$ cat src/pkg/bsl_pkg.sv
package bsl_pkg;

  // strap pin order: index 0 is the async memory address bit 8
  localparam int unsigned PIN_W       = 6;
  localparam int unsigned CFG_W       = 4;
  localparam int unsigned BOOT_W      = 2;
  localparam int unsigned PF_W        = 5;
  localparam int unsigned CFG_LSB     = 0;
  localparam int unsigned BOOT_LSB    = 4;

  // wishbone register offsets (byte addresses)
  localparam logic [7:0] OFS_STATUS   = 8'h00;
  localparam logic [7:0] OFS_PINFUNC  = 8'h04;
  localparam logic [7:0] OFS_PINMODE  = 8'h08;
  localparam logic [7:0] OFS_GPIO     = 8'h0C;
  localparam logic [7:0] OFS_PININ    = 8'h10;

  // status field positions
  localparam int unsigned ST_BOOT_LSB  = 0;
  localparam int unsigned ST_CFG_LSB   = 2;
  localparam int unsigned ST_VALID_BIT = 8;

  // pin_function_select_two field positions
  localparam int unsigned PF_UDB_BIT   = 0;
  localparam int unsigned PF_BA0_LSB   = 1;
  localparam int unsigned PF_LAB1_BIT  = 3;
  localparam int unsigned PF_A133_BIT  = 4;

  // gpio register field positions
  localparam int unsigned GPIO_OUT_LSB = 0;
  localparam int unsigned GPIO_OE_LSB  = 8;

  // values after reset, before the straps are loaded
  localparam logic [4:0] PF_RST       = 5'h00;
  localparam logic [5:0] PINMODE_RST  = 6'h00;
  localparam logic [5:0] GPIO_RST     = 6'h00;

  // bank_addr0_function codes
  localparam logic [1:0] BA0_BANK     = 2'h0;
  localparam logic [1:0] BA0_ADDR14   = 2'h1;
  localparam logic [1:0] BA0_GPIO54   = 2'h2;
  localparam logic [1:0] BA0_RSVD     = 2'h3;

  typedef enum logic [2:0] {
    BSL_ST_RESET  = 3'h1,
    BSL_ST_SAMPLE = 3'h2,
    BSL_ST_RUN    = 3'h4
  } bsl_state_t;

endpackage

$ cat src/pkg/bsl_strap_if.sv
interface bsl_strap_if;
  logic [1:0] boot_code;
  logic [3:0] cfg_code;
  logic       valid;
  logic       load;

  modport cap (output boot_code, output cfg_code, output valid, output load);
  modport use_side (input boot_code, input cfg_code, input valid, input load);
endinterface

$ cat src/design/bsl_capture.sv
module bsl_capture (
  input  wire logic       clk_i,
  input  wire logic       rst_i,
  input  wire logic [5:0] pin_i,
  bsl_strap_if.cap        strap
);

  bsl_pkg::bsl_state_t state;
  bsl_pkg::bsl_state_t next_state;
  logic [1:0]          boot_code;
  logic [1:0]          next_boot_code;
  logic [3:0]          cfg_code;
  logic [3:0]          next_cfg_code;
  logic                load;
  logic                next_load;

  ////////////////////////////////////////////////////////////////////////////
  // one idle cycle after release lets the pulls settle before sampling
  always_comb begin
    next_state     = state;
    next_boot_code = boot_code;
    next_cfg_code  = cfg_code;
    next_load      = 1'b0;
    case (state)
      bsl_pkg::BSL_ST_RESET: begin
        next_state = bsl_pkg::BSL_ST_SAMPLE;
      end
      bsl_pkg::BSL_ST_SAMPLE: begin
        next_boot_code = pin_i[bsl_pkg::BOOT_LSB +: 2];
        next_cfg_code  = pin_i[bsl_pkg::CFG_LSB +: 4];
        next_load      = 1'b1;
        next_state     = bsl_pkg::BSL_ST_RUN;
      end
      bsl_pkg::BSL_ST_RUN: begin
        next_state = bsl_pkg::BSL_ST_RUN;
      end
      default: begin
        next_state = bsl_pkg::BSL_ST_RESET;
      end
    endcase
  end

  always_ff @(posedge clk_i) begin
    if (rst_i) begin
      state     <= bsl_pkg::BSL_ST_RESET;
      boot_code <= 2'h0;
      cfg_code  <= 4'h0;
      load      <= 1'b0;
    end else begin
      state     <= next_state;
      boot_code <= next_boot_code;
      cfg_code  <= next_cfg_code;
      load      <= next_load;
    end
  end

  assign strap.boot_code = boot_code;
  assign strap.cfg_code  = cfg_code;
  assign strap.valid     = (state == bsl_pkg::BSL_ST_RUN);
  assign strap.load      = load;
endmodule

$ cat src/design/bsl_top.sv
// Function
// - latch two boot-select straps, choose boot method
// - latch four memory-config straps at reset
// - config bit 3 sets data-width field default
// - config bits 2:1 set bank-address-0 field default
// - config bit 0 sets both address-width field defaults
// - strap pins become address/gpio after capture
//
// The register addresses and the Wishbone slave port were chosen for this implementation.
module bsl_top (
  input  wire logic        clk_i,
  input  wire logic        rst_i,
  input  wire logic        wb_cyc_i,
  input  wire logic        wb_stb_i,
  input  wire logic        wb_we_i,
  input  wire logic [7:0]  wb_adr_i,
  input  wire logic [3:0]  wb_sel_i,
  input  wire logic [31:0] wb_dat_i,
  output logic      [31:0] wb_dat_o,
  output logic             wb_ack_o,
  input  wire logic [5:0]  strap_pin_i,
  output logic      [5:0]  strap_pin_o,
  output logic      [5:0]  strap_pin_oe_o,
  input  wire logic [5:0]  mem_addr_i,
  input  wire logic        mem_addr_oe_i,
  output logic      [1:0]  boot_select_o,
  output logic             boot_valid_o,
  output logic      [3:0]  async_mem_config_strap_o,
  output logic             upper_data_byte_function_o,
  output logic      [1:0]  bank_addr0_function_o,
  output logic             ba0_is_bank_addr_o,
  output logic             ba0_is_addr14_o,
  output logic             ba0_is_gpio54_o,
  output logic             low_addr_bank1_function_o,
  output logic             addr_13_to_3_function_o
);

  ////////////////////////////////////////////////////////////////////////////
  function automatic logic [31:0] merge_bytes(input logic [31:0] old_w,
                                              input logic [31:0] new_w,
                                              input logic [3:0]  sel);
    logic [31:0] res;
    res = old_w;
    for (int b = 0; b < 4; b++) begin
      if (sel[b]) begin
        res[8*b +: 8] = new_w[8*b +: 8];
      end
    end
    return res;
  endfunction

  ////////////////////////////////////////////////////////////////////////////
  bsl_strap_if strap ();

  bsl_capture u_capture (
    .clk_i (clk_i),
    .rst_i (rst_i),
    .pin_i (strap_pin_i),
    .strap (strap)
  );

  logic [4:0]  pinfunc;
  logic [4:0]  next_pinfunc;
  logic [5:0]  pin_mode;
  logic [5:0]  next_pin_mode;
  logic [5:0]  gpio_out;
  logic [5:0]  next_gpio_out;
  logic [5:0]  gpio_oe;
  logic [5:0]  next_gpio_oe;
  logic        ack;
  logic        next_ack;
  logic [31:0] dat;
  logic [31:0] next_dat;
  logic        req;
  logic [31:0] rd_word;
  logic [31:0] wr_word;
  logic [4:0]  strap_pf;

  // requests wait until the straps are in and the defaults are loaded
  assign req = wb_cyc_i && wb_stb_i && strap.valid && !strap.load && !ack;

  // field defaults taken from the captured config code
  assign strap_pf = {strap.cfg_code[0],
                     strap.cfg_code[0],
                     strap.cfg_code[2:1],
                     strap.cfg_code[3]};

  ////////////////////////////////////////////////////////////////////////////
  always_comb begin
    rd_word = 32'h0;
    case (wb_adr_i)
      bsl_pkg::OFS_STATUS: begin
        rd_word[bsl_pkg::ST_BOOT_LSB +: 2] = strap.boot_code;
        rd_word[bsl_pkg::ST_CFG_LSB +: 4]  = strap.cfg_code;
        rd_word[bsl_pkg::ST_VALID_BIT]     = strap.valid;
      end
      bsl_pkg::OFS_PINFUNC: begin
        rd_word[4:0] = pinfunc;
      end
      bsl_pkg::OFS_PINMODE: begin
        rd_word[5:0] = pin_mode;
      end
      bsl_pkg::OFS_GPIO: begin
        rd_word[bsl_pkg::GPIO_OUT_LSB +: 6] = gpio_out;
        rd_word[bsl_pkg::GPIO_OE_LSB +: 6]  = gpio_oe;
      end
      bsl_pkg::OFS_PININ: begin
        rd_word[5:0] = strap_pin_i;
      end
      default: begin
        rd_word = 32'h0;
      end
    endcase
  end

  always_comb begin
    next_pinfunc  = pinfunc;
    next_pin_mode = pin_mode;
    next_gpio_out = gpio_out;
    next_gpio_oe  = gpio_oe;
    next_ack      = 1'b0;
    next_dat      = 32'h0;
    wr_word       = merge_bytes(rd_word, wb_dat_i, wb_sel_i);
    if (strap.load) begin
      next_pinfunc = strap_pf;
    end
    if (req) begin
      next_ack = 1'b1;
      next_dat = rd_word;
      if (wb_we_i) begin
        case (wb_adr_i)
          bsl_pkg::OFS_PINFUNC: begin
            next_pinfunc = wr_word[4:0];
          end
          bsl_pkg::OFS_PINMODE: begin
            next_pin_mode = wr_word[5:0];
          end
          bsl_pkg::OFS_GPIO: begin
            next_gpio_out = wr_word[bsl_pkg::GPIO_OUT_LSB +: 6];
            next_gpio_oe  = wr_word[bsl_pkg::GPIO_OE_LSB +: 6];
          end
          default: begin
            next_pinfunc = pinfunc;
          end
        endcase
      end
    end
  end

  always_ff @(posedge clk_i) begin
    if (rst_i) begin
      pinfunc  <= bsl_pkg::PF_RST;
      pin_mode <= bsl_pkg::PINMODE_RST;
      gpio_out <= bsl_pkg::GPIO_RST;
      gpio_oe  <= bsl_pkg::GPIO_RST;
      ack      <= 1'b0;
      dat      <= 32'h0;
    end else begin
      pinfunc  <= next_pinfunc;
      pin_mode <= next_pin_mode;
      gpio_out <= next_gpio_out;
      gpio_oe  <= next_gpio_oe;
      ack      <= next_ack;
      dat      <= next_dat;
    end
  end

  assign wb_ack_o = ack;
  assign wb_dat_o = dat;

  ////////////////////////////////////////////////////////////////////////////
  // pins float to their pulls until captured; mode bit 1 selects gpio
  assign strap_pin_oe_o = strap.valid
                        ? ((pin_mode & gpio_oe)
                           | (~pin_mode & {6{mem_addr_oe_i}}))
                        : 6'h00;
  assign strap_pin_o    = (pin_mode & gpio_out) | (~pin_mode & mem_addr_i);

  assign boot_select_o              = strap.boot_code;
  assign boot_valid_o               = strap.valid;
  assign async_mem_config_strap_o   = strap.cfg_code;
  assign upper_data_byte_function_o = pinfunc[bsl_pkg::PF_UDB_BIT];
  assign bank_addr0_function_o      = pinfunc[bsl_pkg::PF_BA0_LSB +: 2];
  assign low_addr_bank1_function_o  = pinfunc[bsl_pkg::PF_LAB1_BIT];
  assign addr_13_to_3_function_o    = pinfunc[bsl_pkg::PF_A133_BIT];

  // reserved code enables none of the three uses
  assign ba0_is_bank_addr_o = (bank_addr0_function_o == bsl_pkg::BA0_BANK);
  assign ba0_is_addr14_o    = (bank_addr0_function_o == bsl_pkg::BA0_ADDR14);
  assign ba0_is_gpio54_o    = (bank_addr0_function_o == bsl_pkg::BA0_GPIO54);
endmodule

$ cat config.mk
export PLATFORM = sky130hd
export DESIGN_NAME = bsl_top
export DESIGN_NICKNAME = d
export VERILOG_FILES = /design/src/pkg/bsl_pkg.sv /design/src/pkg/bsl_strap_if.sv /design/src/design/bsl_capture.sv /design/src/design/bsl_top.sv
export SDC_FILE = /design/constraint.sdc
export NUM_CORES = 1
export LEC_CHECK = 0
export ABC_AREA = 1
export BUFFER_PORTS_ARGS = -buffer_cell sky130_fd_sc_hd__buf_2
export CORE_ASPECT_RATIO = 1.2
export CORE_UTILIZATION = 25
export DETAILED_ROUTE_END_ITERATION = 12
export PLACE_DENSITY_LB_ADDON = 0.2
export SYNTH_ARGS = -nofsm -noshare
export SYNTH_HDL_FRONTEND = slang
export SYNTH_SLANG_ARGS = --single-unit
$ cat constraint.sdc
create_clock -name clk_i -period 2.85 [get_ports clk_i]
set_clock_uncertainty 0.1 [all_clocks]
set_input_delay 0.285 -clock clk_i [delete_from_list [all_inputs] [get_ports clk_i]]
set_output_delay 0.285 -clock clk_i [all_outputs]
set_load 0.05 [all_outputs]
# Word level (Yosys, flattened, before mapping)
# Index checks and enable logic that the tools add are counted.
# op_classes
eq_ne	10
n_mux	14
bitwise_logic	8
n_reduce_logical	13
# op_table
op	n
5-bit case mux with 5 select lines	1
6-bit AND	4
5-bit two-way mux	4
6-bit two-way mux	3
8-bit by 4-bit equality test with 1-bit output, second input constant	2
6-bit OR	2
5-bit case mux with 2 select lines	1
8-bit by 3-bit equality test with 1-bit output, second input constant	1
8-bit by 5-bit equality test with 1-bit output, second input constant	1
8-bit zero test	1
6-bit NOT	1
3-bit case mux with 2 select lines	1
3-bit AND reduction	2
2-bit OR reduction	3
1-bit logical AND	4
4-bit by 3-bit != test with 1-bit output, second input constant	1
1-bit case mux with 4 select lines	1
3-bit by 1-bit equality test with 1-bit output, second input constant	1
3-bit by 2-bit equality test with 1-bit output, second input constant	1
3-bit equality test, second input constant	1
2-bit by 1-bit equality test with 1-bit output, second input constant	1
2-bit equality test, second input constant	1
1-bit zero test	2
2-bit zero test	1
other kinds (3)	4
# word_totals
register_bits	66
in_bits	62
out_inout_bits	60
word_cells	56

# Logic depth before layout (Yosys ltp)
# logic_depth
ltp_word	6
ltp_mapped	11
ltp_nobuf	10

# By module
# From an unflattened synthesis, not the netlist that was laid out.
# unflattened
hier_cells	385
area_unflattened_um2	2610.0
# by_module_without_submodules
mod	instances	cells_each	area_each_um2
bsl_top	1	331	2209.6
bsl_capture	1	54	400.4

# Worst setup path before layout
# OpenSTA, ideal clock, no wires.
# synth_timing
path_kind	reg2out
startpoint	register u_capture.state[1]
endpoint	output port strap_pin_oe_o[0]
t_arrival_ps	1739
required_time_ps	2465
slack_ps	726
stages_incl_launch_ff	6
n_path_buf	0
path_cell_list	dfxtp_1 -> inv_1 -> nand2_2 -> nor2_4 -> inv_1 -> a21oi_1
# synth_via
elab_chain_len	2
# synth_lines
element	line	rtl
from (decl)	bsl_capture.sv:8	bsl_pkg::bsl_state_t state;
from (signal assigned)	bsl_capture.sv:45	state <= bsl_pkg::BSL_ST_RESET;
from (signal assigned)	bsl_capture.sv:50	state <= next_state;
3-bit equality test	bsl_capture.sv:59	assign strap.valid = (state == bsl_pkg::BSL_ST_RUN);
net boot_valid_o	bsl_top.sv:27	output logic boot_valid_o,
6-bit two-way mux	bsl_top.sv:174	? ((pin_mode & gpio_oe)
to (decl)	bsl_top.sv:23	output logic [5:0] strap_pin_oe_o,
# The timed path passes the listed nets, and every way through them passes these cells.

# Final worst setup path
# layout_timing
startpoint	register u_capture.state[1]
endpoint	output port strap_pin_oe_o[4]
# layout_via
elab_chain_len	2
# layout_lines
element	line
3-bit equality test	bsl_capture.sv:59
6-bit two-way mux	bsl_top.sv:174
# No other way between the ends.

==> flow_metrics.tcl <==
set metrics [dict create \
    yosys.area.top_type_share_pct 35.73 \
    end_kind "primary output" \
    cts.repair.resized 0 \
    hold_violations 0 \
    period_minus_slack_ns 1.973 \
    die_y_microns 113.2 \
    final_cell_mix "92 x nand2_1, 79 x buf_2, 46 x dfxtp_1" \
    grt_pass1_wl_microns 11480 \
    routedWlPerCell_microns 12.85 \
    ys_types 32 \
    switching_share_pct 31.13 \
    synth.avg_cell_area_sq_um 6.873 \
    rsz0062_at_grt "no" \
    status "complete, no violations" \
    io_pins 122 \
    seqCellArea_sq_um 920.9 \
    synth-edff-count 0 \
    clockBufferDepth 2 \
    synth.area.top_cells "dfxtp_1 36%, nand2_1 13%, a21oi_1 8.0%" \
    postCtsSetupBuffers 0 \
    combPwrFrac_pct 17.6 \
    p_total_w 0.001513 \
    clock_power_share_pct 37.6 \
    diodes 0 \
    reg2reg_slack_ns 1.17 \
    async_reset_ff_share_pct 0 \
    p_switching_w 0.0004711 \
    crit_arrival_ns 1.59 \
    final_common_cell "nand2_1" \
    multiInputGateArea_sq_um 1340 \
    clock_latency_ns 0.29 \
    routed_wl_microns 7415 \
    synth_warnings 0 \
    ant_nets 0 \
    clockRootBuffer "clkbuf_16" \
    fp.coreArea_sq_um 10010 \
    die_x_microns 94.69 \
    cts_hold_buf 0 \
    grt_usage_pct 14.05 \
    drt-pass1-iter-count 4 \
    peakVddDrop_uv 200.0 \
    synth_area_sq_um 2577 \
    cts.sinks 46 \
    finalWeightedCongestion 0.7941 \
    worstSetupPathType "flop to primary output" \
    max_slew_margin_pct 54.81 \
    drt_iter0_drc 107 \
    synth-seq-cells 46 \
    startpoint_type "flop" \
    tns_ns 0 \
    maxCapViolCount 0 \
    vias 2500 \
    power_density_nw_per_um2 483.4 \
    hold_class "input pin to flop" \
    area_delta_synth_final_pct 21.46 \
    fill_cells 1120 \
    placementRows 40 \
    grt_remaining_overflow 0 \
    slew_viol_final 0 \
    p_leak_nw 1.541 \
    seq_area_frac_synth_pct 35.73 \
    htree_levels 2 \
    finalCritPeriodShare_pct 69.24 \
    drcViolationCount 0 \
    grt_pass1_vias 2320 \
    initial_utilization_pct 25.75 \
    drive_gt1_share_pct 27.94 \
    synth_largest_area_cell "dfxtp_1" \
    clkSlewWorstSetupHoldPaths_ns 0.06 \
    sequentialPowerShare_pct 44.8 \
    die-area_sq_um 10720 \
    max_freq_ghz 0.5067 \
    syn_inst 375 \
    io_buffers 79 \
    antenna_found_initial 0 \
    setup_viol 0 \
    vias_per_cell 4.333 \
    grt_max_degree 19 \
    cts_tree "yes" \
    crit_fanout 8 \
    cts_buffers 5 \
    synth_ff_type "dfxtp_1" \
    num-nets-final 513 \
    hpwl_microns 5821 \
    cp.required_ns 2.47 \
    p_int_w 0.001042 \
    worst_pin_slew_ns 0.6727 \
]
==> cells in the mapped netlist (2+ instances only) <==
cell type,n
o211ai_2,3
nor2_2,7
clkinv_1,2
or2_2,5
a21oi_2,3
nor2_8,2
a21oi_1,41
nand3_1,24
nand2_4,3
clkbuf_1,5
dfxtp_1,46
nand3_2,2
o21ai_0,14
nand2_1,92
o21ai_1,7
o211ai_1,3
nand2_2,5
inv_1,37
nand4_1,2
buf_4,21
nor2_1,35
inv_2,5
nor2_4,2
==> power groups by stage <==
stage          registers [W]  clock network, W  logic, W
3_3_place_gp        0.000693                 0  0.000266
5_1_grt             0.000680          0.000593  0.000289
2_1_floorplan       0.000724                 0  0.000188
6_report            0.000678          0.000568  0.000267
3_5_place_dp        0.000693                 0  0.000268
4_1_cts             0.000678          0.000575  0.000269
==> registers in the layout (all words and copies together) (netlist names) <==
signal	cells
gpio_oe	6
gpio_out	6
pin_mode	6
pinfunc	5
u_capture.state	3
u_capture.strap.boot_code	2
u_capture.strap.cfg_code	4
u_capture.strap.load	1
wb_ack_o	1
wb_dat_o	12
==> critical path, stage by stage (launching register included) <==
cell and delay [ns]:
dfxtp_1 0.31, inv_1 0.08, nand2_2 0.06, nor2_4 0.14, inv_1 0.22, a21oi_1 0.19, buf_2 0.29
==> metal layers <==
metal  GRT usage, %  share of wire (%)
met3          3.159                6.1
met2          23.84                 46
met1          17.57                 47
met4          4.040                1.1
met5              0                  0
==> cell families after synthesis <==
| logic type | Yosys count | synth area share (%) |
|---|---|---|
| and+or+nand+nor | 181 | 33.35 |
| buffers and inverters | 75 | 15.05 |
| DFF | 46 | 35.73 |
| AOI/OAI and AO/OA | 72 | 15.73 |
| other | 1 | 0.1455 |
==> area by class of cell <==
class	count	share of cell area (%)
multi-input cells	273	42.81
flip-flops and latches	46	29.42
repair buffers	79	12.63
inverters	46	5.755
well taps	126	5.036
clock buffers	6	4.117
clock inverters	1	0.2398
==> path summary, 6_finish.rpt <==
kind                   startpoint                           to  cells past startpoint
max            u_capture.state[1]            strap_pin_oe_o[4]                      6
max reg2reg  u_capture.strap.load                  pin_mode[3]                      7
min                strap_pin_i[0]  u_capture.strap.cfg_code[0]                      3
min reg2reg    u_capture.state[1]           u_capture.state[1]                      1
==> per-stage QoR <==
stage	hold slack [ns]	utilization, %	setup slack, ns	std cells	cell area, sq um
5_1_grt	0.1978	31.28	0.7876	577	3131
4_1_cts	0.1776	31.28	0.8913	577	3131
2_1_floorplan	0.3121	-	0.7262	394	2649
3_3_place_gp	0.3213	29.91	0.9620	570	2994
3_5_place_dp	0.3324	29.91	0.9367	570	2994
6_report	0.1766	31.28	0.8765	577	3131
Note: power is estimated with default switching activity, not from simulation.
